## src/pkg/gmc_pkg.sv

```systemverilog
// Package of constants and types for the gas module command interpreter.
package gmc_pkg;
	// Character codes used on the link.
	localparam logic [7:0] CH_LF = 8'h0A;
	localparam logic [7:0] CH_S = 8'h53;
	localparam logic [7:0] CH_F = 8'h46;
	localparam logic [7:0] CH_W = 8'h57;
	localparam logic [7:0] CH_V = 8'h56;
	localparam logic [7:0] CH_DOT = 8'h2E;
	localparam logic [7:0] CH_ZERO = 8'h30;
	localparam logic [7:0] CH_A = 8'h41;
	// Longest command line kept: two letters plus two argument characters.
	localparam int LINE_MAX = 4;
	// Longest reply including line feed (eight id characters).
	localparam int REPLY_MAX = 9;
	// Serial timing at 40 MHz reference clock.
	localparam int CLK_HZ = 40000000;
	localparam int BAUD_DEFAULT = 115200;
	// Reset values of the control state.
	localparam logic [7:0] STAB_RESET = 8'h00;
	localparam logic [1:0] TUNE_RESET = 2'h0;
	// Tuning selections.
	localparam logic [1:0] TUNE_AUTO = 2'h0;
	localparam logic [1:0] TUNE_NO2 = 2'h1;
	localparam logic [1:0] TUNE_O3 = 2'h2;
	// Command identities after decoding.
	typedef enum logic [3:0] {
		CMD_ID = 4'h0,
		CMD_VER = 4'h1,
		CMD_ICLR = 4'h2,
		CMD_RESTART = 4'h3,
		CMD_STAB = 4'h4,
		CMD_TUNE = 4'h5,
		CMD_PWR_UP = 4'h6,
		CMD_PWR_DN = 4'h7,
		CMD_AIR = 4'h8,
		CMD_NO2 = 4'h9,
		CMD_OZONE = 4'hA,
		CMD_PRES = 4'hB,
		CMD_POLL = 4'hC,
		CMD_BAD = 4'hF
	} gmc_cmd_t;
	// Interpreter states.
	typedef enum logic [1:0] {
		ST_IDLE = 2'b00,
		ST_SEND = 2'b01,
		ST_WAIT = 2'b10,
		ST_RESET = 2'b11
	} gmc_state_t;
endpackage : gmc_pkg

```

## src/design/gmc_cmd_top.sv

```systemverilog
// Command interpreter for the gas module serial link.
// How it works
// Commands and replies are ASCII lines closed by a single line feed.
// Every command gets S or F plus line feed unless it returns data.
// Host repeats its first command after power-up until S arrives.
// Identifier read returns eight hex characters then line feed.
// Version read returns V, dot, digit, dot, two digits, line feed.
// Interrupt clear drops pending interrupt, drives line high, replies S.
// Restart replies S then reboots all state like a power cycle.
// Stabilization count set fails only when already set and sensor active.
// Tuning select takes auto, NO2 or ozone argument and replies S.
// Power up starts or resumes measurement and replies S.
// Power down pauses measurement and replies S.
// Air index read returns four digits, dot, one digit, line feed.
// NO2 read returns four digits, dot, one digit, line feed.
// Ozone read returns four digits, dot, one digit, line feed.
// Presence read returns three digits of probability times hundred.
// Poll replies S new data, W measuring, F sensor inactive.
// Unknown or malformed lines get F; characters dropped up to line feed.
// Link uses 8 data bits, no parity, one stop bit, fixed baud.
`timescale 1ns/1ps
module gmc_cmd_top import gmc_pkg::*; #(
	parameter int BIT_CYCLES = CLK_HZ / BAUD_DEFAULT,
	parameter logic [31:0] UNIQUE_ID = 32'h1234ABCD, // Arbitrary value.
	parameter logic [11:0] FW_VERSION = 12'h100 // BCD digits, arbitrary value.
) (
	input wire logic ref_clk,
	input wire logic rst,
	input wire logic rxd,
	output logic txd,
	output logic int_n,
	output logic sensor_power,
	output logic [7:0] stab_count,
	output logic [1:0] tune_mode,
	input wire logic [19:0] air_index_bcd,
	input wire logic [19:0] no2_bcd,
	input wire logic [19:0] ozone_bcd,
	input wire logic [11:0] presence_bcd,
	input wire logic meas_busy,
	input wire logic result_ready
);
	initial begin
		if (BIT_CYCLES < 4) $error("gmc_cmd_top: BIT_CYCLES too small");
	end
	////////////////////////////////////////////////////////////////////////////////
	logic [7:0] rx_data;
	logic rx_valid, tx_busy, tx_line;
	logic busy_s1_reg, busy_s2_reg, rdy_s1_reg, rdy_s2_reg, rdy_old_reg;
	// Serial framing handled in the two leaf modules.
	gmc_uart_rx #(.BIT_CYCLES(BIT_CYCLES)) u_rx (
		.ref_clk(ref_clk),
		.rst(rst),
		.rx_pin(rxd),
		.rx_data(rx_data),
		.rx_valid(rx_valid)
	);
	logic [7:0] tx_byte;
	logic tx_go_reg, tx_go_next;
	gmc_uart_tx #(.BIT_CYCLES(BIT_CYCLES)) u_tx (
		.ref_clk(ref_clk),
		.rst(rst),
		.tx_data(tx_byte),
		.tx_start(tx_go_reg),
		.tx_busy(tx_busy),
		.tx_pin(tx_line)
	);
	// Status lines from the measurement engine arrive from outside, so synchronise them.
	always_ff @(posedge ref_clk) begin
		if (rst) begin
			busy_s1_reg <= 1'b0;
			busy_s2_reg <= 1'b0;
			rdy_s1_reg <= 1'b0;
			rdy_s2_reg <= 1'b0;
			rdy_old_reg <= 1'b0;
		end else begin
			busy_s1_reg <= meas_busy;
			busy_s2_reg <= busy_s1_reg;
			rdy_s1_reg <= result_ready;
			rdy_s2_reg <= rdy_s1_reg;
			rdy_old_reg <= rdy_s2_reg;
		end
	end
	wire new_result = rdy_s2_reg & ~rdy_old_reg;
	////////////////////////////////////////////////////////////////////////////////
	// Hex and ASCII helpers.
	function automatic logic [7:0] hex_char(input logic [3:0] n);
		hex_char = (n < 4'hA) ? (CH_ZERO + {4'h0, n}) : (CH_A + {4'h0, n} - 8'h0A);
	endfunction : hex_char
	function automatic logic [7:0] dec_char(input logic [3:0] n);
		dec_char = CH_ZERO + {4'h0, n};
	endfunction : dec_char
	function automatic logic is_digit(input logic [7:0] c);
		is_digit = (c >= CH_ZERO) && (c <= 8'h39);
	endfunction : is_digit
	////////////////////////////////////////////////////////////////////////////////
	gmc_state_t state_reg, state_next;
	logic [7:0] line_reg [LINE_MAX];
	logic [7:0] line_next [LINE_MAX];
	logic [2:0] len_reg, len_next;
	logic ovf_reg, ovf_next;
	logic [7:0] reply_reg [REPLY_MAX];
	logic [7:0] reply_next [REPLY_MAX];
	logic [3:0] rlen_reg, rlen_next, ridx_reg, ridx_next;
	logic restart_reg, restart_next;
	logic int_pend_reg, int_pend_next;
	logic power_reg, power_next, stab_set_reg, stab_set_next, fresh_reg, fresh_next;
	logic [7:0] stab_reg, stab_next;
	logic [1:0] tune_reg, tune_next;
	logic txd_reg, txd_next;
	logic int_n_reg, int_n_next;
	logic [19:0] read_val;
	gmc_cmd_t cmd;
	// Decode the captured line; arguments must match exactly or it is malformed.
	always_comb begin
		cmd = CMD_BAD;
		if (ovf_reg) begin
			cmd = CMD_BAD;
		end else if (len_reg == 3'd2) begin
			case ({line_reg[0], line_reg[1]})
				16'h4944: cmd = CMD_ID;
				16'h5652: cmd = CMD_VER;
				16'h4349: cmd = CMD_ICLR;
				16'h5253: cmd = CMD_RESTART;
				16'h5055: cmd = CMD_PWR_UP;
				16'h5044: cmd = CMD_PWR_DN;
				16'h4151: cmd = CMD_AIR;
				16'h4E4F: cmd = CMD_NO2;
				16'h4F33: cmd = CMD_OZONE;
				16'h504E: cmd = CMD_PRES;
				16'h4E52: cmd = CMD_POLL;
				default: cmd = CMD_BAD;
			endcase
		end else if (len_reg == 3'd3 && {line_reg[0], line_reg[1]} == 16'h4F50
				&& line_reg[2] >= CH_ZERO && line_reg[2] <= 8'h32) begin
			cmd = CMD_TUNE;
		end else if (len_reg == 3'd4 && {line_reg[0], line_reg[1]} == 16'h5353
				&& is_digit(line_reg[2]) && is_digit(line_reg[3])) begin
			cmd = CMD_STAB;
		end
	end
	// Line capture, command execution and reply streaming.
	always_comb begin
		state_next = state_reg;
		line_next = line_reg;
		len_next = len_reg;
		ovf_next = ovf_reg;
		reply_next = reply_reg;
		rlen_next = rlen_reg;
		ridx_next = ridx_reg;
		restart_next = 1'b0;
		int_pend_next = int_pend_reg | new_result; // Interrupt on every new result.
		power_next = power_reg;
		stab_set_next = stab_set_reg;
		stab_next = stab_reg;
		tune_next = tune_reg;
		fresh_next = fresh_reg | new_result;
		tx_go_next = 1'b0;
		txd_next = tx_line;
		read_val = 20'h00000;
		for (int i = 0; i < REPLY_MAX; i++) reply_next[i] = reply_reg[i];
		case (state_reg)
			ST_IDLE: begin
				if (rx_valid && rx_data != CH_LF) begin
					// Keep characters; too many marks the line malformed.
					if (len_reg < 3'(LINE_MAX)) begin
						line_next[len_reg[1:0]] = rx_data;
						len_next = len_reg + 3'd1;
					end else begin
						ovf_next = 1'b1;
					end
				end else if (rx_valid) begin
					// Line feed closes the command; every command is answered.
					len_next = 3'd0;
					ovf_next = 1'b0;
					ridx_next = 4'h0;
					rlen_next = 4'd2;
					reply_next[0] = CH_S;
					reply_next[1] = CH_LF;
					state_next = ST_SEND;
					case (cmd)
						CMD_ID: begin
							for (int i = 0; i < 8; i++)
								reply_next[i] = hex_char(UNIQUE_ID[31 - 4*i -: 4]);
							reply_next[8] = CH_LF;
							rlen_next = 4'd9;
						end
						CMD_VER: begin
							reply_next[0] = CH_V;
							reply_next[1] = CH_DOT;
							reply_next[2] = dec_char(FW_VERSION[11:8]);
							reply_next[3] = CH_DOT;
							reply_next[4] = dec_char(FW_VERSION[7:4]);
							reply_next[5] = dec_char(FW_VERSION[3:0]);
							reply_next[6] = CH_LF;
							rlen_next = 4'd7;
						end
						CMD_ICLR: int_pend_next = new_result; // Set wins over clear.
						CMD_RESTART: restart_next = 1'b1;
						CMD_STAB: begin
							if (stab_set_reg && power_reg) begin
								reply_next[0] = CH_F;
							end else begin
								stab_next = (line_reg[2] - CH_ZERO) * 8'd10 + (line_reg[3] - CH_ZERO);
								stab_set_next = 1'b1;
							end
						end
						CMD_TUNE: tune_next = line_reg[2][1:0];
						CMD_PWR_UP: power_next = 1'b1;
						CMD_PWR_DN: power_next = 1'b0;
						CMD_AIR, CMD_NO2, CMD_OZONE: begin
							// Same xxxx.x layout for all three readings.
							read_val = (cmd == CMD_AIR) ? air_index_bcd :
								(cmd == CMD_NO2) ? no2_bcd : ozone_bcd;
							for (int i = 0; i < 4; i++)
								reply_next[i] = dec_char(read_val[19 - 4*i -: 4]);
							reply_next[4] = CH_DOT;
							reply_next[5] = dec_char(read_val[3:0]);
							reply_next[6] = CH_LF;
							rlen_next = 4'd7;
							fresh_next = new_result;
						end
						CMD_PRES: begin
							for (int i = 0; i < 3; i++)
								reply_next[i] = dec_char(presence_bcd[11 - 4*i -: 4]);
							reply_next[3] = CH_LF;
							rlen_next = 4'd4;
						end
						CMD_POLL: begin
							// Inactive beats busy beats fresh data.
							if (!power_reg) reply_next[0] = CH_F;
							else if (busy_s2_reg) reply_next[0] = CH_W;
							else if (!fresh_reg) reply_next[0] = CH_W;
						end
						default: reply_next[0] = CH_F;
					endcase
				end
			end
			ST_SEND: begin
				// Hand one character to the transmitter, then wait for it to finish.
				tx_go_next = 1'b1;
				state_next = ST_WAIT;
			end
			ST_WAIT: begin
				if (!tx_busy && !tx_go_reg) begin
					ridx_next = ridx_reg + 4'h1;
					if (ridx_reg + 4'h1 < rlen_reg) state_next = ST_SEND;
					else if (restart_reg) state_next = ST_RESET; // Reply goes out before reboot.
					else state_next = ST_IDLE;
				end
			end
			ST_RESET: begin
				// Full reboot of all control state, as a power cycle.
				state_next = ST_IDLE;
				int_pend_next = 1'b0;
				power_next = 1'b0;
				stab_set_next = 1'b0;
				stab_next = STAB_RESET;
				tune_next = TUNE_RESET;
				fresh_next = 1'b0;
			end
			default: state_next = ST_IDLE;
		endcase
		if (state_reg != ST_IDLE && state_reg != ST_RESET) restart_next = restart_reg;
		// The pin level is kept in its own flop so no gate sits after it.
		int_n_next = ~int_pend_next;
	end
	assign tx_byte = reply_reg[ridx_reg];
	always_ff @(posedge ref_clk) begin
		if (rst) begin
			state_reg <= ST_IDLE;
			for (int i = 0; i < LINE_MAX; i++) line_reg[i] <= 8'h00;
			for (int i = 0; i < REPLY_MAX; i++) reply_reg[i] <= 8'h00;
			len_reg <= 3'd0;
			ovf_reg <= 1'b0;
			rlen_reg <= 4'h0;
			ridx_reg <= 4'h0;
			restart_reg <= 1'b0;
			int_pend_reg <= 1'b0;
			power_reg <= 1'b0;
			stab_set_reg <= 1'b0;
			stab_reg <= STAB_RESET;
			tune_reg <= TUNE_RESET;
			fresh_reg <= 1'b0;
			tx_go_reg <= 1'b0;
			txd_reg <= 1'b1;
			int_n_reg <= 1'b1;
		end else begin
			state_reg <= state_next;
			line_reg <= line_next;
			reply_reg <= reply_next;
			len_reg <= len_next;
			ovf_reg <= ovf_next;
			rlen_reg <= rlen_next;
			ridx_reg <= ridx_next;
			restart_reg <= restart_next;
			int_pend_reg <= int_pend_next;
			power_reg <= power_next;
			stab_set_reg <= stab_set_next;
			stab_reg <= stab_next;
			tune_reg <= tune_next;
			fresh_reg <= fresh_next;
			tx_go_reg <= tx_go_next;
			txd_reg <= txd_next;
			int_n_reg <= int_n_next;
		end
	end
	// Outputs straight from flip-flops; the interrupt line is active low.
	assign txd = txd_reg;
	assign int_n = int_n_reg;
	assign sensor_power = power_reg;
	assign stab_count = stab_reg;
	assign tune_mode = tune_reg;
endmodule : gmc_cmd_top

```

## src/design/gmc_uart_rx.sv

```systemverilog
// Serial byte receiver, 8 data bits, no parity, one stop bit.
`timescale 1ns/1ps
module gmc_uart_rx import gmc_pkg::*; #(
	parameter int BIT_CYCLES = CLK_HZ / BAUD_DEFAULT
) (
	input wire logic ref_clk,
	input wire logic rst,
	input wire logic rx_pin,
	output logic [7:0] rx_data,
	output logic rx_valid
);
	initial begin
		if (BIT_CYCLES < 4 || BIT_CYCLES > 65535) $error("gmc_uart_rx: bad BIT_CYCLES");
	end
	logic s1_reg, s2_reg, busy_reg, busy_next, valid_reg, valid_next;
	logic [15:0] cnt_reg, cnt_next;
	logic [3:0] bit_reg, bit_next;
	logic [7:0] sh_reg, sh_next;
	// Two stages before any logic sees the pin; s1 feeds s2 only.
	always_ff @(posedge ref_clk) begin
		if (rst) begin
			s1_reg <= 1'b1;
			s2_reg <= 1'b1;
		end else begin
			s1_reg <= rx_pin;
			s2_reg <= s1_reg;
		end
	end
	// Start edge arms a half-bit wait so every bit is sampled mid-cell.
	always_comb begin
		busy_next = busy_reg;
		cnt_next = cnt_reg;
		bit_next = bit_reg;
		sh_next = sh_reg;
		valid_next = 1'b0;
		if (!busy_reg) begin
			if (!s2_reg) begin
				busy_next = 1'b1;
				cnt_next = 16'(BIT_CYCLES / 2);
				bit_next = 4'h0;
			end
		end else if (cnt_reg != 16'h0000) begin
			cnt_next = cnt_reg - 16'h0001;
		end else begin
			cnt_next = 16'(BIT_CYCLES - 1);
			bit_next = bit_reg + 4'h1;
			if (bit_reg == 4'h0) begin
				if (s2_reg) busy_next = 1'b0; // Glitch, not a start bit.
			end else if (bit_reg <= 4'h8) begin
				sh_next = {s2_reg, sh_reg[7:1]};
			end else begin
				busy_next = 1'b0;
				valid_next = s2_reg; // Framing errors drop the byte.
			end
		end
	end
	always_ff @(posedge ref_clk) begin
		if (rst) begin
			busy_reg <= 1'b0;
			cnt_reg <= 16'h0000;
			bit_reg <= 4'h0;
			sh_reg <= 8'h00;
			valid_reg <= 1'b0;
		end else begin
			busy_reg <= busy_next;
			cnt_reg <= cnt_next;
			bit_reg <= bit_next;
			sh_reg <= sh_next;
			valid_reg <= valid_next;
		end
	end
	assign rx_data = sh_reg;
	assign rx_valid = valid_reg;
endmodule : gmc_uart_rx

```

## src/design/gmc_uart_tx.sv

```systemverilog
// Serial byte transmitter, 8 data bits, no parity, one stop bit.
`timescale 1ns/1ps
module gmc_uart_tx import gmc_pkg::*; #(
	parameter int BIT_CYCLES = CLK_HZ / BAUD_DEFAULT
) (
	input wire logic ref_clk,
	input wire logic rst,
	input wire logic [7:0] tx_data,
	input wire logic tx_start,
	output logic tx_busy,
	output logic tx_pin
);
	initial begin
		if (BIT_CYCLES < 4 || BIT_CYCLES > 65535) $error("gmc_uart_tx: bad BIT_CYCLES");
	end
	logic busy_reg, busy_next, pin_reg, pin_next;
	logic [15:0] cnt_reg, cnt_next;
	logic [3:0] bit_reg, bit_next;
	logic [8:0] sh_reg, sh_next;
	// Frame is start bit, eight data bits LSB first, then stop bit.
	always_comb begin
		busy_next = busy_reg;
		pin_next = pin_reg;
		cnt_next = cnt_reg;
		bit_next = bit_reg;
		sh_next = sh_reg;
		if (!busy_reg) begin
			pin_next = 1'b1;
			if (tx_start) begin
				busy_next = 1'b1;
				pin_next = 1'b0;
				sh_next = {1'b1, tx_data};
				cnt_next = 16'(BIT_CYCLES - 1);
				bit_next = 4'h0;
			end
		end else if (cnt_reg != 16'h0000) begin
			cnt_next = cnt_reg - 16'h0001;
		end else if (bit_reg == 4'h9) begin
			busy_next = 1'b0;
		end else begin
			pin_next = sh_reg[0];
			sh_next = {1'b1, sh_reg[8:1]};
			bit_next = bit_reg + 4'h1;
			cnt_next = 16'(BIT_CYCLES - 1);
		end
	end
	always_ff @(posedge ref_clk) begin
		if (rst) begin
			busy_reg <= 1'b0;
			pin_reg <= 1'b1;
			cnt_reg <= 16'h0000;
			bit_reg <= 4'h0;
			sh_reg <= 9'h1FF;
		end else begin
			busy_reg <= busy_next;
			pin_reg <= pin_next;
			cnt_reg <= cnt_next;
			bit_reg <= bit_next;
			sh_reg <= sh_next;
		end
	end
	assign tx_busy = busy_reg;
	assign tx_pin = pin_reg;
endmodule : gmc_uart_tx

```

## config.mk

```make
export PLATFORM = sky130hd
export DESIGN_NAME = gmc_cmd_top
export DESIGN_NICKNAME = d
export VERILOG_FILES = /design/src/pkg/gmc_pkg.sv /design/src/design/gmc_cmd_top.sv /design/src/design/gmc_uart_rx.sv /design/src/design/gmc_uart_tx.sv
export SDC_FILE = /design/constraint.sdc
export NUM_CORES = 1
export LEC_CHECK = 0
export BUFFER_PORTS_ARGS = -buffer_cell sky130_fd_sc_hd__buf_2
export CAP_MARGIN = 30
export CORE_MARGIN = 1.5
export CORE_UTILIZATION = 45
export CTS_CLUSTER_DIAMETER = 150
export CTS_CLUSTER_SIZE = 10
export DETAILED_ROUTE_END_ITERATION = 10
export PLACE_DENSITY = 0.69
export SETUP_SLACK_MARGIN = 0.2
export SYNTH_ARGS = -nofsm -noshare
export SYNTH_HDL_FRONTEND = slang
export SYNTH_SLANG_ARGS = --single-unit
```

## constraint.sdc

```tcl
create_clock -name ref_clk -period 4.6 [get_ports ref_clk]
set_clock_uncertainty 0.05 [all_clocks]
set_input_delay 0.92 -clock ref_clk [delete_from_list [all_inputs] [get_ports ref_clk]]
set_output_delay 0.92 -clock ref_clk [all_outputs]
set_load 0.1 [all_outputs]
```

## Word-level counts from Yosys, hierarchy flattened

Index checks and enable logic that the tools add are counted.

- Flip-flop bits (word level): 189
- Latch bits: 0
- Memory bits (writable): 0
- Memory bits (read-only): 0
- Input port bits: 77
- Output and inout port bits: 13
- Logic and storage cells: 279
- Memories kept: 0

- Add/subtract/negate cells: 17
- Multiply operators: 1
- Divide/modulo/power cells: 0
- $lt $le $gt $ge: 11
- Equal/unequal tests: 48
- Shifts and indexed selects: 0
- Mux-type cells: 99
- Bitwise logic cells: 11
- Reductions and logical operators: 48

Operators with widths:

| kind | number |
|---|---|
| == test 16 x 15 -> 1 bit (second input constant) | 13 |
| 2-to-1 mux 16 bit | 7 |
| case mux 23 bit (4 select lines) | 1 |
| case mux 24 bit (3 select lines) | 1 |
| adder 6 x 4 -> 7 bit (first input constant) | 8 |
| 2-to-1 mux 4 bit | 14 |
| 2-to-1 mux 8 bit | 7 |
| case mux 8 bit (7 select lines) | 1 |
| case mux 4 bit (11 select lines) | 1 |
| 2-to-1 mux 20 bit | 2 |
| 2-to-1 mux 9 bit | 4 |
| 2-to-1 mux 1 bit | 33 |
| binary-select mux 8 bit (select 4 bit) | 1 |
| bitwise mux 32 bit | 1 |
| nonzero test 16 bit | 2 |
| subtractor 16 x 1 -> 16 bit (second input constant) | 2 |
| AND reduction 4 bit | 7 |
| == test 4 bit (second input constant) | 6 |
| <= comparator 8 x 6 -> 1 bit (second input constant) | 3 |
| != test 2 bit (second input constant) | 9 |
| AND reduction 3 bit | 6 |
| demux 8 bit (select 2 bit) | 1 |
| == test 4 x 3 -> 1 bit (second input constant) | 4 |
| greater-or-equal comparator 8 x 6 -> 1 bit (second input constant) | 2 |
| other kinds (47) | 99 |

## Depth between registers and ports, before layout

Gate-level depths: netlist (run 1).

- Depth in word-level cells: 14
- Depth in mapped cells: 14
- Gate-level depth less buffers: 12

## Modules after synthesis

Synthesis (run 1) repeated with hierarchy kept, for this count alone.

- Cell total of the unflattened synthesis: 1110
- Area, all modules: 9487.8 um^2

By module, submodules not included:

| module | instances | cells each | area each (um^2) | seq. area each (um^2) |
|---|---|---|---|---|
| gmc_cmd_top | 1 | 755 | 6266.0 | 2062.0 |
| gmc_uart_rx | 1 | 180 | 1649.1 | 640.6 |
| gmc_uart_tx | 1 | 175 | 1572.8 | 600.6 |

## Least setup slack after synthesis (run 1)

No wires, ideal clock.

- Path type: reg2reg
- From: register line_reg[27] in the netlist's numbering
- To: register reply_reg[67] in the netlist's numbering
- Arrival: 3014 ps
- Data required time: 4437 ps
- Slack: 1422 ps
- Stages on the path, launching flop included: 12
- Buffers on the path: 2
- Path through: dfxtp_1 -> buf_6 -> or4b_4 -> or2_1 -> a211oi_4 -> or4_1 -> a41oi_2 -> nor2_2 -> buf_2 -> mux4_2 -> nand3_1 -> nand2_1

- Word-level cells in the longest chain between the ends: 13

RTL lines:

| item | line | text |
|---|---|---|
| start: declaration | gmc_cmd_top.sv:97 | `logic [7:0] line_reg [LINE_MAX];` |
| start signal: assignment | gmc_cmd_top.sv:289 | `line_reg <= line_next;` |
| == test 16 x 15 -> 1 bit | gmc_cmd_top.sv:136 | `end else if (len_reg == 3'd4 && {line_reg[0], line_reg[1]} == 16'h5353` |
| logical AND 1 bit | gmc_cmd_top.sv:136 |  |
| logical AND 1 bit (2 in series) | gmc_cmd_top.sv:137 | `&& is_digit(line_reg[2]) && is_digit(line_reg[3])) begin` |
| 2-to-1 mux 4 bit | gmc_cmd_top.sv:136 |  |
| 2-to-1 mux 4 bit | gmc_cmd_top.sv:133 | `end else if (len_reg == 3'd3 && {line_reg[0], line_reg[1]} == 16'h4F50` |
| 2-to-1 mux 4 bit * | gmc_cmd_top.sv:118 | `end else if (len_reg == 3'd2) begin` |
| 2-to-1 mux 4 bit * | gmc_cmd_top.sv:116 | `if (ovf_reg) begin` |
| == test 4 bit | -- |  |
| 2-to-1 mux 20 bit | gmc_cmd_top.sv:213 | `(cmd == CMD_NO2) ? no2_bcd : ozone_bcd;` |
| 2-to-1 mux 20 bit | gmc_cmd_top.sv:212 | `read_val = (cmd == CMD_AIR) ? air_index_bcd :` |
| adder 6 x 4 -> 7 bit | gmc_cmd_top.sv:90 | `dec_char = CH_ZERO + {4'h0, n};` |
| case mux 8 bit (7 select lines) * | gmc_cmd_top.sv:180 | `case (cmd)` |
| end signal: assignment | gmc_cmd_top.sv:290 | `reply_reg <= reply_next;` |
| end: declaration | gmc_cmd_top.sv:101 | `logic [7:0] reply_reg [REPLY_MAX];` |

Mark *: on every way between the ends. The rest lies on a longest branch, timed or not.
A chain may end at the register's enable or synchronous reset.

## Final worst setup path (run 1)

- From: register len_reg[0]
- To: register stab_reg[3], in the netlist stab_count[3]

- Word-level cells in the longest chain between the ends: 11

RTL lines:

| item | line | text |
|---|---|---|
| start: declaration | gmc_cmd_top.sv:99 | `logic [2:0] len_reg, len_next;` |
| start signal: assignment | gmc_cmd_top.sv:291 | `len_reg <= len_next;` |
| == test 3 bit | gmc_cmd_top.sv:136 |  |
| logical AND 1 bit | gmc_cmd_top.sv:136 |  |
| logical AND 1 bit (2 in series) | gmc_cmd_top.sv:137 |  |
| 2-to-1 mux 4 bit | gmc_cmd_top.sv:136 |  |
| 2-to-1 mux 4 bit | gmc_cmd_top.sv:133 |  |
| 2-to-1 mux 4 bit * | gmc_cmd_top.sv:118 |  |
| 2-to-1 mux 4 bit * | gmc_cmd_top.sv:116 |  |
| == test 4 x 3 -> 1 bit * | gmc_cmd_top.sv:180 |  |
| != test 2 x 1 -> 1 bit (no line) * | -- |  |
| AND reduction 5 bit (no line) * | -- |  |
| end signal: assignment | gmc_cmd_top.sv:299 | `stab_reg <= stab_next;` |
| end: declaration | gmc_cmd_top.sv:107 | `logic [7:0] stab_reg, stab_next;` |

Marked as above.

==> results.md, run 1 <==
- Outcome: finished, final reports clean
- Main synth FF type: dfxtp_1
- R2R Setup Slk: 0.56 ns
- Post-layout util: 52.38%
- Post-route cell area: 10700 µm²
- Post-DR wirelength/cell: around 17 µm
- Final wirelength: 25.37 mm
- DRC errors left: 0
- CP required: 4.90 ns
- Number of global-route vias before repair: 7869
- Cts repair resizes: 0
- Max-Cap Viols: 0
- Die Span Y: 147.9 µm
- HP Class: reg2reg
- H-tree depth: 4
- Syn Area/Cell: 8.240 µm²
- Unique cell type count in the Yosys netlist: 97
- First-pass GRT wire length: between 40 and 50 mm
- Kind of start point of the critical path: register
- Number of flip-flops in the largest register: 34
- Worst Hold End: u_rx.s2_reg
- Slew headroom: 37.38%
- Clk root buf: clkbuf_16
- Worst Tran Pin Value: 0.9351 ns
- Worst VDD drop: 0.2010 mV
- Async set-reset flop share out of synthesis: 0%
- Period utilisation layout: 87.80%
- Leakage: just under 4 nW
- Nets: 1317
- Part of the power in combinational logic: 19.8%
- Placed Area: ~10000 µm²
- Sequential fraction of the synthesis area: between 30% and 40%
- Fill cell count: between 1500 and 2000
- Synth warn: 0
- NetSw: about 1.2 mW
- Reg-to-Reg End: stab_count[3]
- Synthesized cell area: approximately 9500 µm²
- Row count: 52
- Post-synthesis register bit count: ~170
- Die Wd: 147.9 µm
- CTS tree: built
- Detailed-route via count: around 8800
- Skew-Pair Late Insertion Delay: 0.43 ns
- Global route overflow: 0
- Starting Density: between 40% and 50%
- Post-CTS Setup Inserts: 0
- Worst Setup End Kind: register
- Mapped Nets: 1265
- Hold_buf cts: 0
- Critical path type: reg2reg
- Fin cells: 1482
- Diodes inserted: 0
- TritonCTS Sinks: 165
- RSZ-0062 raised after global routing: false
- Hold path start: u_rx.s1_reg
- Vias per cell: just under 6
- RePlAce Congestion: 0.8986
- CTS Buf Count: 17
- Final ANT Viol Nets: 0
- Sw frac: 31.92%
- Die ar.: 21880 µm²
- Post-synth EDFFs: 0
- Final setup fails: 0
- Final min period: 4.039 ns
- Fmax: 247.6 MHz
- Seq pwr share: between 40 and 50%
- Post-Synthesis Cells: 1147
- Clk buf depth: 2
- Reg clk slew, reported paths: 0.07 ns
- Slew Viols, Final: 0
- Final Hold Vio Count: 0
- Share of cells above drive strength 1: 16.42%
- Placed cells: 1449
- Reg2reg start: len_reg[0]
- Crit path DAT: 4.34 ns
- Clk pwr share: 38.1%
- Starting DRT DRC Count: 671
- Port Buffer Count: 89
- CP max FO: 12
- Growth of design area from synthesis to finish: 13.22%
- Power per Cell Area: 361.1 nW/µm²
- Reg2Reg Depth: 11
- DRT Pass-1 Iters: 5
- Internal Pwr Total: approximately 2.6 mW
- IO Pins: 90
- Largest net degree at the start of global routing: 86
- Core Region: 20430 µm²
- Antenna violations before repair: 0
- Cell depth of the worst hold path: 1
- DP Wirelength: between 15 and 20 mm
- Gr usage total: 22.88%
- Post-Route Setup TNS: 0 ns
-- per-stage QoR --
| stage | hold WS [ns] | total power [mW] | setup WS (ns) |
|---|---|---|---|
| 2_1_floorplan | 0.3395 | 2.241 | 1.422 |
| 3_3_place_gp | 0.3526 | 2.411 | 0.7387 |
| 3_5_place_dp | 0.3609 | 2.416 | 0.6445 |
| 4_1_cts | 0.3811 | 3.886 | 0.6254 |
| 5_1_grt | 0.3934 | 4.050 | 0.3915 |
| 6_report | 0.3742 | 3.864 | 0.5614 |
-- cell usage in the layout (no fill, tap or decap), drive strengths merged, types with 14 or more instances in the layout --
| cell type | count |
|---|---|
| dfxtp | 165 |
| a21oi | 130 |
| buf | 104 |
| nand2 | 103 |
| nor2 | 98 |
| nand3 | 67 |
| o21ai | 64 |
| inv | 51 |
| ha | 39 |
| nor3 | 33 |
| xnor2 | 20 |
| nand4 | 19 |
| a211oi | 19 |
| nor2b | 18 |
| mux2i | 18 |
| clkbuf | 17 |
| or4 | 16 |
| nor4 | 15 |
| nand2b | 14 |
-- how the worst max path moves through the flow --
stage,cells after the start,start,slack [ns],endpoint
after floorplan,11,line_reg[27],1.42,reply_reg[67]
after global placement,11,len_reg[0],0.74,stab_count[3]
after detailed placement,11,len_reg[0],0.64,stab_count[3]
after CTS,11,len_reg[0],0.63,stab_count[3]
after global routing,11,len_reg[1],0.39,stab_count[3]
final,11,len_reg[0],0.56,stab_count[3]
-- layer usage --
metal | part of all wire (%) | GRT usage (%)
met5 | 0 | 0
met4 | 1.6 | 7.376
met3 | 6.6 | 3.796
met2 | 45 | 36.54
met1 | 47 | 31.47
-- area by class of cell --
type                            count  area [µm²]  area share, %
Sequential cell                   165        3303          30.87
Multi-Input combinational cell    866        5694          53.21
Clock inverter                     15       192.7          1.801
Timing Repair Buffer              104       576.8          5.390
Clock buffer                       17       425.4          3.975
Tap cell                          270       337.8          3.157
Inverter                           45       171.4          1.602
-- cells in the mapped netlist (6+ instances only) --
cell / n / area share (%)
dfxtp_1: 165 / 35
a22oi_1: 11 / 0.87
and2_1: 7 / 0.46
o21bai_1: 6 / 0.48
a21oi_1: 129 / 6.8
nand3_1: 66 / 3.5
buf_1: 6 / 0.24
o21ai_0: 63 / 3.3
clkbuf_1: 54 / 2.1
mux2i_1: 18 / 1.9
a211oi_1: 17 / 1.4
or3_1: 6 / 0.40
nand2_1: 102 / 4.1
a31oi_1: 8 / 0.53
nor4_1: 13 / 0.86
nor3_1: 30 / 1.6
a21o_1: 9 / 0.71
xor2_1: 7 / 0.65
or2_2: 8 / 0.53
inv_1: 44 / 1.7
nor2_1: 95 / 3.8
and3_1: 9 / 0.60
nor2b_1: 18 / 1.2
xnor2_1: 20 / 1.9
ha_1: 39 / 5.2
nand2b_1: 13 / 0.86
or4_1: 15 / 1.2
nor4b_1: 6 / 0.56
mux4_2: 10 / 2.4
nand4_1: 18 / 1.2
a311oi_1: 11 / 1.0
mux2_2: 7 / 0.83
buf_2: 9 / 0.48
-- power by group through the flow --
| stage | clock [mW] | combinational (mW) | sequential (mW) |
|---|---|---|---|
| 6_report | 1.47 | 0.763 | 1.63 |
| 2_1_floorplan | 0 | 0.516 | 1.73 |
| 3_5_place_dp | 0 | 0.758 | 1.66 |
| 3_3_place_gp | 0 | 0.756 | 1.65 |
| 5_1_grt | 1.55 | 0.852 | 1.65 |
| 4_1_cts | 1.50 | 0.763 | 1.63 |
-- kinds of logic after synthesis --
logic type                 count (synthesis)  share of synthesized area [%]
buffers and inverters                    116                          4.911
muxes                                     35                          5.123
xor gates and xnor gates                  27                          2.502
AOI/OAI and AO/OA                        318                          21.83
and+or+nand+nor                          445                          25.10
adders and majority gates                 41                          5.586
DFF                                      165                          34.95
-- worst max-delay path: stages, from the launching register on --
cell     delay, ns
dfxtp_1       0.40
ha_1          0.40
ha_1          0.23
nand2_1       0.05
or4_1         0.41
o41a_1        0.38
a221o_1       0.51
nor2_4        0.33
nand3_2       0.15
o41a_1        0.46
or4_1         0.44
a21oi_1       0.15
Power figures use the tool's default switching activity.
==> run 2: changes to the inputs <==
SYNTH_HIERARCHICAL = 1   (was not set)
==> results.md, run 2 <==
- Outcome: finished, final reports clean
- Post-synth EDFFs: 0 (unchanged)
- Number of global-route vias before repair: 7993 (+1.6%)
- Period utilisation layout: 82.18% (-5.6 points)
- RSZ-0062 raised after global routing: false
- H-tree depth: 4 (unchanged)
- Sequential fraction of the synthesis area: 34.81% (-0.13 points)
- Async set-reset flop share out of synthesis: 0% (unchanged)
- Starting DRT DRC Count: 773 (+15%)
- Die Span Y: 148.2 µm (+0.19%)
- Final wirelength: 25.20 mm (-0.69%)
- Clk buf depth: 2 (unchanged)
- Nets: 1283 (-2.6%)
- Core Region: 20430 µm² (unchanged)
- Sw frac: 33.14% (+1.2 points)
- CTS Buf Count: 17 (unchanged)
- Most frequent cells in the layout: dfxtp_1 (165), nor2_1 (101), a21oi_1 (96)
- Mux cell area share after synthesis: 4.312% (-0.81 points)
- Post-synthesis register bit count: 165 (unchanged)
- Post-Route Setup TNS: 0 ns (unchanged)
- Max-Cap Viols: 0 (unchanged)
- Clk root buf: clkbuf_16
- Post-Synthesis Cells: 1110 (-3.2%)
- Gr usage total: 23.48% (+0.60 points)
- Syn Area/Cell: 8.548 µm² (+3.7%)
- Crit path DAT: 4.07 ns (-0.27 ns)
- Mapped Nets: 1227 (-3.0%)
- CP required: 4.89 ns (about the same)
- Post-layout util: 52.51% (+0.13 points)
- Final setup fails: 0 (unchanged)
- CTS tree: built
- Clk pwr share: 37.2% (-0.9 points)
- Main combinational cell family by area after synthesis: simple AND/OR/NAND/NOR gates
- Worst VDD drop: 0.2911 mV (+45%)
- Post-synth top cells: dfxtp_1 (165), nor2_1 (101), a21oi_1 (96), nand2_1 (85), nand3_1 (46)
- IO Pins: 90 (unchanged)
- Reg clk slew, reported paths: 0.07 ns (about the same)
- Synth warn: 6 (+6)
- Post-synth top area share: 34.81% (-0.13 points)
- First-pass GRT wire length: 41.59 mm (+2.6%)
- Post-DR wirelength/cell: 17.39 µm (+1.6%)
- Reg area: 3303 µm² (unchanged)
- Detailed-route via count: 8640 (-1.8%)
- Main synth FF type: dfxtp_1
- Seq pwr share: 39.0% (-3.1 points)
- DRT Pass-1 Iters: 5 (unchanged)
- HP Class: reg2reg
- Cts repair resizes: 0 (unchanged)
- Synthesized cell area: 9488 µm² (+0.38%)
- Growth of design area from synthesis to finish: 13.07%
- Skew-Pair Late Insertion Delay: 0.44 ns (about the same)
- Vias per cell: 5.963 (+0.43%)
- CP max FO: 12 (unchanged)
- Unique cell type count in the Yosys netlist: 101 (+4.1%)
- Area of the multi-input gates: 5759 µm² (+1.1%)
- Final ANT Viol Nets: 0 (unchanged)
- Fmax: 264.5 MHz (+6.8%)
- Power, Total: 4.196 mW (+8.6%)
- Largest net degree at the start of global routing: 66 (-23%)
- Worst Tran Pin Value: 1.036 ns (+0.1011 ns)
- DRC errors left: 0 (unchanged)
- Die ar.: 21960 µm² (+0.38%)
- Diodes inserted: 0 (unchanged)
- Final min period: 3.780 ns (-0.2582 ns)
- Fill cell count: 1926 (-2.4%)
- Port Buffer Count: 89 (unchanged)
- Synth area leaders: dfxtp_1 (35%), a21oi_1 (5.1%), ha_1 (5.0%)
- Row count: 52 (unchanged)
- Largest area contributor in the netlist: dfxtp_1
- Critical path type: reg2reg
- Final Hold Vio Count: 0 (unchanged)
- Part of the power in combinational logic: 23.8% (+4.0 points)
- Slew Viols, Final: 0 (unchanged)
- Xor/xnor share of the synthesized area: 2.400% (-0.10 points)
- Antenna violations before repair: 0 (unchanged)
- Commonest non-fill, non-tap cell in the layout: dfxtp_1
- Number of flip-flops in the largest register: 34 (unchanged)
- Worst Setup End Kind: register
- Most common cell in the netlist: dfxtp_1
- Internal Pwr Total: 2.806 mW (+6.7%)
- Starting Density: 46.44% (+0.18 points)
- Post-CTS Setup Inserts: 0 (unchanged)
- TritonCTS Sinks: 165 (unchanged)
- Power per Cell Area: 391.2 nW/µm² (+8.3%)
- NetSw: 1.390 mW (+13%)
- Die Wd: 148.2 µm (+0.19%)
- Hold_buf cts: 0 (unchanged)
- Slew headroom: 30.34% (-7.0 points)
- Share of cells above drive strength 1: 15.78% (-0.64 points)
- Kind of start point of the critical path: register
- Global route overflow: 0 (unchanged)
- DP Wirelength: 18.57 mm (+1.5%)
- Post-Synth Simple-Gate Area: 26.47% (+1.4 points)
- Leakage: 3.989 nW (+3.1%)
- Synth Area in Adders: 5.433% (-0.15 points)
- Synth Area in Compound Gates: 22.00% (+0.17 points)
- RePlAce Congestion: 0.9100 (+1.3%)
==> run 2: changes by cell type after synthesis, sizes merged, moves of 13 or more <==
cell    change
nand3      -20
o21ai      -24
nand2      -18
a21oi      -33
or3        +13
clkbuf     -15
==> run 2: stage by stage <==
step                cells  hold WS (ns)  setup slack [ns]  cell area, µm²
floorplan            1110        0.3395             1.509            9488
global placement     1417        0.3467            0.9590           10080
detailed placement   1417        0.3456            0.9261           10080
CTS                  1449        0.3632            0.8737           10730
global route         1449        0.3820            0.5187           10730
finish               1449        0.3626            0.8196           10730
==> run 2: cells by family (layout without fill, tap and decap cells) <==
kind of cell,count (synthesis),in the layout
compound gates,302,302
simple gates,441,441
other cells,1,1
mux,33,33
fa+ha+maj,40,40
buf+inv,102,171
flops,165,165
xor+xnor,26,26
==> run 2: routing by layer <==
| layer | GRT usage, % | share of wire (%) | vias to the layer above |
|---|---|---|---|
| met4 | 6.287 | 1.7 | 0 |
| met5 | 0 | 0 | - |
| met2 | 34.65 | 42 | 287 |
| met3 | 5.276 | 6.4 | 36 |
| met1 | 34.30 | 50 | 4065 |
| li1 | - | - | 4252 |
==> run 2: layout make-up <==
cell class / instances / share of cell area (%)
multi-input combinational: 843 / 53.69
sequential: 165 / 30.79
timing repair buffer: 100 / 4.945
clock buffer: 18 / 4.094
tap: 270 / 3.149
clock inverter: 14 / 1.971
inverter: 39 / 1.365
==> run 2: power groups by stage <==
stage	Sequential [mW]	Combinational, mW	Clock (mW)
2_1_floorplan	1.66	0.787	0
3_3_place_gp	1.66	0.973	0
3_5_place_dp	1.67	0.976	0
4_1_cts	1.64	0.988	1.59
5_1_grt	1.65	1.10	1.65
6_report	1.64	0.997	1.56
==> run 2: final timing paths <==
path	startpoint	end	slack, ns	depth (start not counted)
max	line_reg[25]	reply_reg[64]	0.82	9
min	u_rx/s1_reg	u_rx/s2_reg	0.36	1
max reg2reg	line_reg[25]	reply_reg[64]	0.82	9
min reg2reg	u_rx/s1_reg	u_rx/s2_reg	0.36	1
==> run 2: critical path, stage by stage (launching register included) <==
cell and delay [ns]:
dfxtp_1 0.50, or3b_1 0.42, nor4_2 0.53, o2111a_1 0.36, a21boi_0 0.16, a32oi_2 0.52, nand2b_1 0.42, nor2_1 0.36
a211oi_1 0.10, a311oi_1 0.26
==> run 3: changes to the inputs <==
ABC_AREA = 1   (was not set)
PLACE_DENSITY = 0.72   (was 0.69)
clock period = 3.3 ns   (was 4.6 ns; I/O delays follow)
==> results.md, run 3 <==
- Fmax: 348.6 MHz (+32%)
- Die Span Y: 152.5 µm (+2.9%)
- Clk buf depth: 2 (unchanged)
- Fill cell count: 2205 (+14%)
- Max stage delay cell, worst path: dfxtp_1
- Vias per cell: 5.206 (-13%)
- Gr usage total: 22.56% (-0.92 points)
- Worst Tran Pin Value: 0.6599 ns (-0.3764 ns)
- Synthesized cell area: 10060 µm² (+6.1%)
- Max incr delay on CP: 0.34 ns (-0.19 ns)
- Clk root buf: clkbuf_16
- Part of the power in combinational logic: 27.6% (+3.8 points)
- Commonest non-fill, non-tap cell in the layout: nand2_1
- Global route overflow: 0 (unchanged)
- Starting Density: 45.96% (-0.48 points)
- Crit path DAT: 3.20 ns (-0.87 ns)
- Share of cells above drive strength 1: 14.71% (-1.1 points)
- CP required: 3.63 ns (-1.26 ns)
- Growth of design area from synthesis to finish: 12.16%
- CP cell instances: inv_1, ha_1, nand2_1, inv_2, nand3_1, a21oi_1, nand2_4, inv_2, o21ai_1, nor2_2, inv_1, nor2_1, nand2_1, nand2_1
- DRT Pass-1 Iters: 5 (unchanged)
- CP max FO: 10 (-2)
- Number of global-route vias before repair: 8994 (+13%)
- Final setup fails: 0 (unchanged)
- Placed Area: 10680 µm² (+6.0%)
- Slew Viols, Final: 0 (unchanged)
- Slew headroom: 55.85% (+26 points)
- Post-Route Setup TNS: 0 ns (unchanged)
- Final min period: 2.868 ns (-0.9122 ns)
- H-tree depth: 4 (unchanged)
- CTS tree: built
- Post-synth top cells: nand2_1 (395), nor2_1 (213), dfxtp_1 (165), inv_1 (140), nand3_1 (119)
- DRC errors left: 0 (unchanged)
- Most common cell in the netlist: nand2_1
- Area of the multi-input gates: 5884 µm² (+2.2%)
- Sequential fraction of the synthesis area: 32.83% (-2.0 points)
- Async set-reset flop share out of synthesis: 0% (unchanged)
- Synth warn: 6 (unchanged)
- Port Buffer Count: 89 (unchanged)
- Post-synth EDFFs: 0 (unchanged)
- Most frequent cells in the layout: nand2_1 (395), nor2_1 (213), dfxtp_1 (165)
- Mapped Nets: 1635 (+33%)
- Diodes inserted: 0 (unchanged)
- Critical path type: reg2reg
- Worst VDD drop: 0.3631 mV (+25%)
- RSZ-0062 raised after global routing: false
- Post-route cell area: 11290 µm² (+5.2%)
- Max-Cap Viols: 0 (unchanged)
- CTS Buf Count: 17 (unchanged)
- Kind of start point of the critical path: register
- Internal Pwr Total: 3.813 mW (+36%)
- Clk pwr share: 34.2% (-3.0 points)
- Detailed-route via count: 9809 (+14%)
- Number of flip-flops in the largest register: 34 (unchanged)
- Largest net degree at the start of global routing: 38 (-42%)
- Period utilisation layout: 86.92% (+4.7 points)
- TritonCTS Sinks: 165 (unchanged)
- Post-Synthesis Cells: 1518 (+37%)
- Synth area leaders: dfxtp_1 (33%), nand2_1 (15%), nor2_1 (7.9%)
- Syn Area/Cell: 6.629 µm² (-22%)
- Reg clk slew, reported paths: 0.07 ns (about the same)
- First-pass GRT wire length: 43.77 mm (+5.2%)
- Final wirelength: 25.59 mm (+1.5%)
- Largest area contributor in the netlist: dfxtp_1
- Main synth FF type: dfxtp_1
- Antenna violations before repair: 1 (+1)
- Row count: 54 (+3.8%)
- Post-DR wirelength/cell: 13.58 µm (-22%)
- CP dominant cell by count: nand2_1
- RePlAce Congestion: 0.9038 (-0.68%)
- Seq pwr share: 38.2% (-0.8 points)
- Die ar.: 23270 µm² (+5.9%)
- Starting DRT DRC Count: 721 (-6.7%)
- Final Hold Vio Count: 0 (unchanged)
- DP Wirelength: 19.10 mm (+2.8%)
- Skew-Pair Late Insertion Delay: 0.43 ns (about the same)
- R2R Setup Slk: 0.43 ns (-0.39 ns)
- Nets: 1708 (+33%)
- Post-synth top area share: 32.83% (-2.0 points)
- Reg area: 3303 µm² (unchanged)
- Sw frac: 35.65% (+2.5 points)
- Power per Cell Area: 525.1 nW/µm² (+34%)
- Core Region: 21890 µm² (+7.2%)
- NetSw: 2.113 mW (+52%)
- Die Wd: 152.5 µm (+2.9%)
- Outcome: finished, final reports clean
- Hold_buf cts: 0 (unchanged)
- Leakage: 5.228 nW (+31%)
- Post-synthesis register bit count: 165 (unchanged)
- Unique cell type count in the Yosys netlist: 58 (-43%)
- IO Pins: 90 (unchanged)
- Worst Setup End Kind: register
- HP Class: in2reg
- Final ANT Viol Nets: 0 (unchanged)
run 3: cells by family (layout without fill, tap and decap cells):
logic type	count (synthesis)	count (layout)	share of synthesized area [%]
compound gates	232	232	12.87
xor+xnor	19	19	1.654
fa+ha+maj	40	40	5.123
buf+inv	213	299	8.767
flops	165	165	32.83
other cells	1	1	0.03727
simple gates	848	848	38.72
run 3: worst paths after layout:
| check | from | to | cells after the start |
|---|---|---|---|
| max reg2reg | len_reg[0] | reply_reg[58] | 14 |
| min | rxd | u_rx/s1_reg | 2 |
| min reg2reg | u_rx/s1_reg | u_rx/s2_reg | 1 |
| max | len_reg[0] | reply_reg[58] | 14 |
run 3: critical path, delay by kind of cell (launching register included):
kind            cells  cell delay [ns]
simple gates        7             1.10
fa+ha+maj           1             0.30
buf+inv             4             0.68
compound gates      2             0.35
flops               1             0.34
run 3: cell type report:
type | count | share of cell area, %
inverter | 168 | 5.588
clock buffer | 18 | 3.803
clock inverter | 14 | 1.463
multi-input combinational | 1140 | 52.14
sequential | 165 | 29.27
tap | 280 | 3.104
timing repair buffer | 99 | 4.634
run 3: timing repair:
item / CTS / global route
setup buffers: 0 / 0
setup endpoints to repair: 0 / 14
gates resized for setup: 0 / 1
run 3: power by group through the flow:
stage,sequential [mW],combinational (mW),clock [mW]
final,2.26,1.64,2.03
after global routing,2.28,1.86,2.15
after CTS,2.26,1.64,2.07
after detailed placement,2.30,1.64,0
after global placement,2.30,1.61,0
after floorplan,2.32,1.32,0
run 3: metal layers:
metal	routed length (µm)	up-vias	track usage [%]
met5	0	-	0
met2	11250	286	35.14
met1	12430	4434	31.67
met3	1421	31	4.124
li1	-	5058	-
met4	490	0	6.960
run 3: metrics by stage:
| step | util [%] | hold WS (ns) | std cells | setup slack [ns] | power [mW] |
|---|---|---|---|---|---|
| 4_1_cts | 51.52 | 0.3345 | 1884 | 0.3187 | 5.969 |
| 2_1_floorplan | - | 0.3383 | 1518 | 0.6861 | 3.635 |
| 3_5_place_dp | 48.81 | 0.3478 | 1852 | 0.3322 | 3.937 |
| 3_3_place_gp | 48.81 | 0.3429 | 1852 | 0.4571 | 3.904 |
| 6_report | 51.55 | 0.3561 | 1884 | 0.4318 | 5.926 |
| 5_1_grt | 51.55 | 0.3449 | 1884 | 0.2428 | 6.302 |
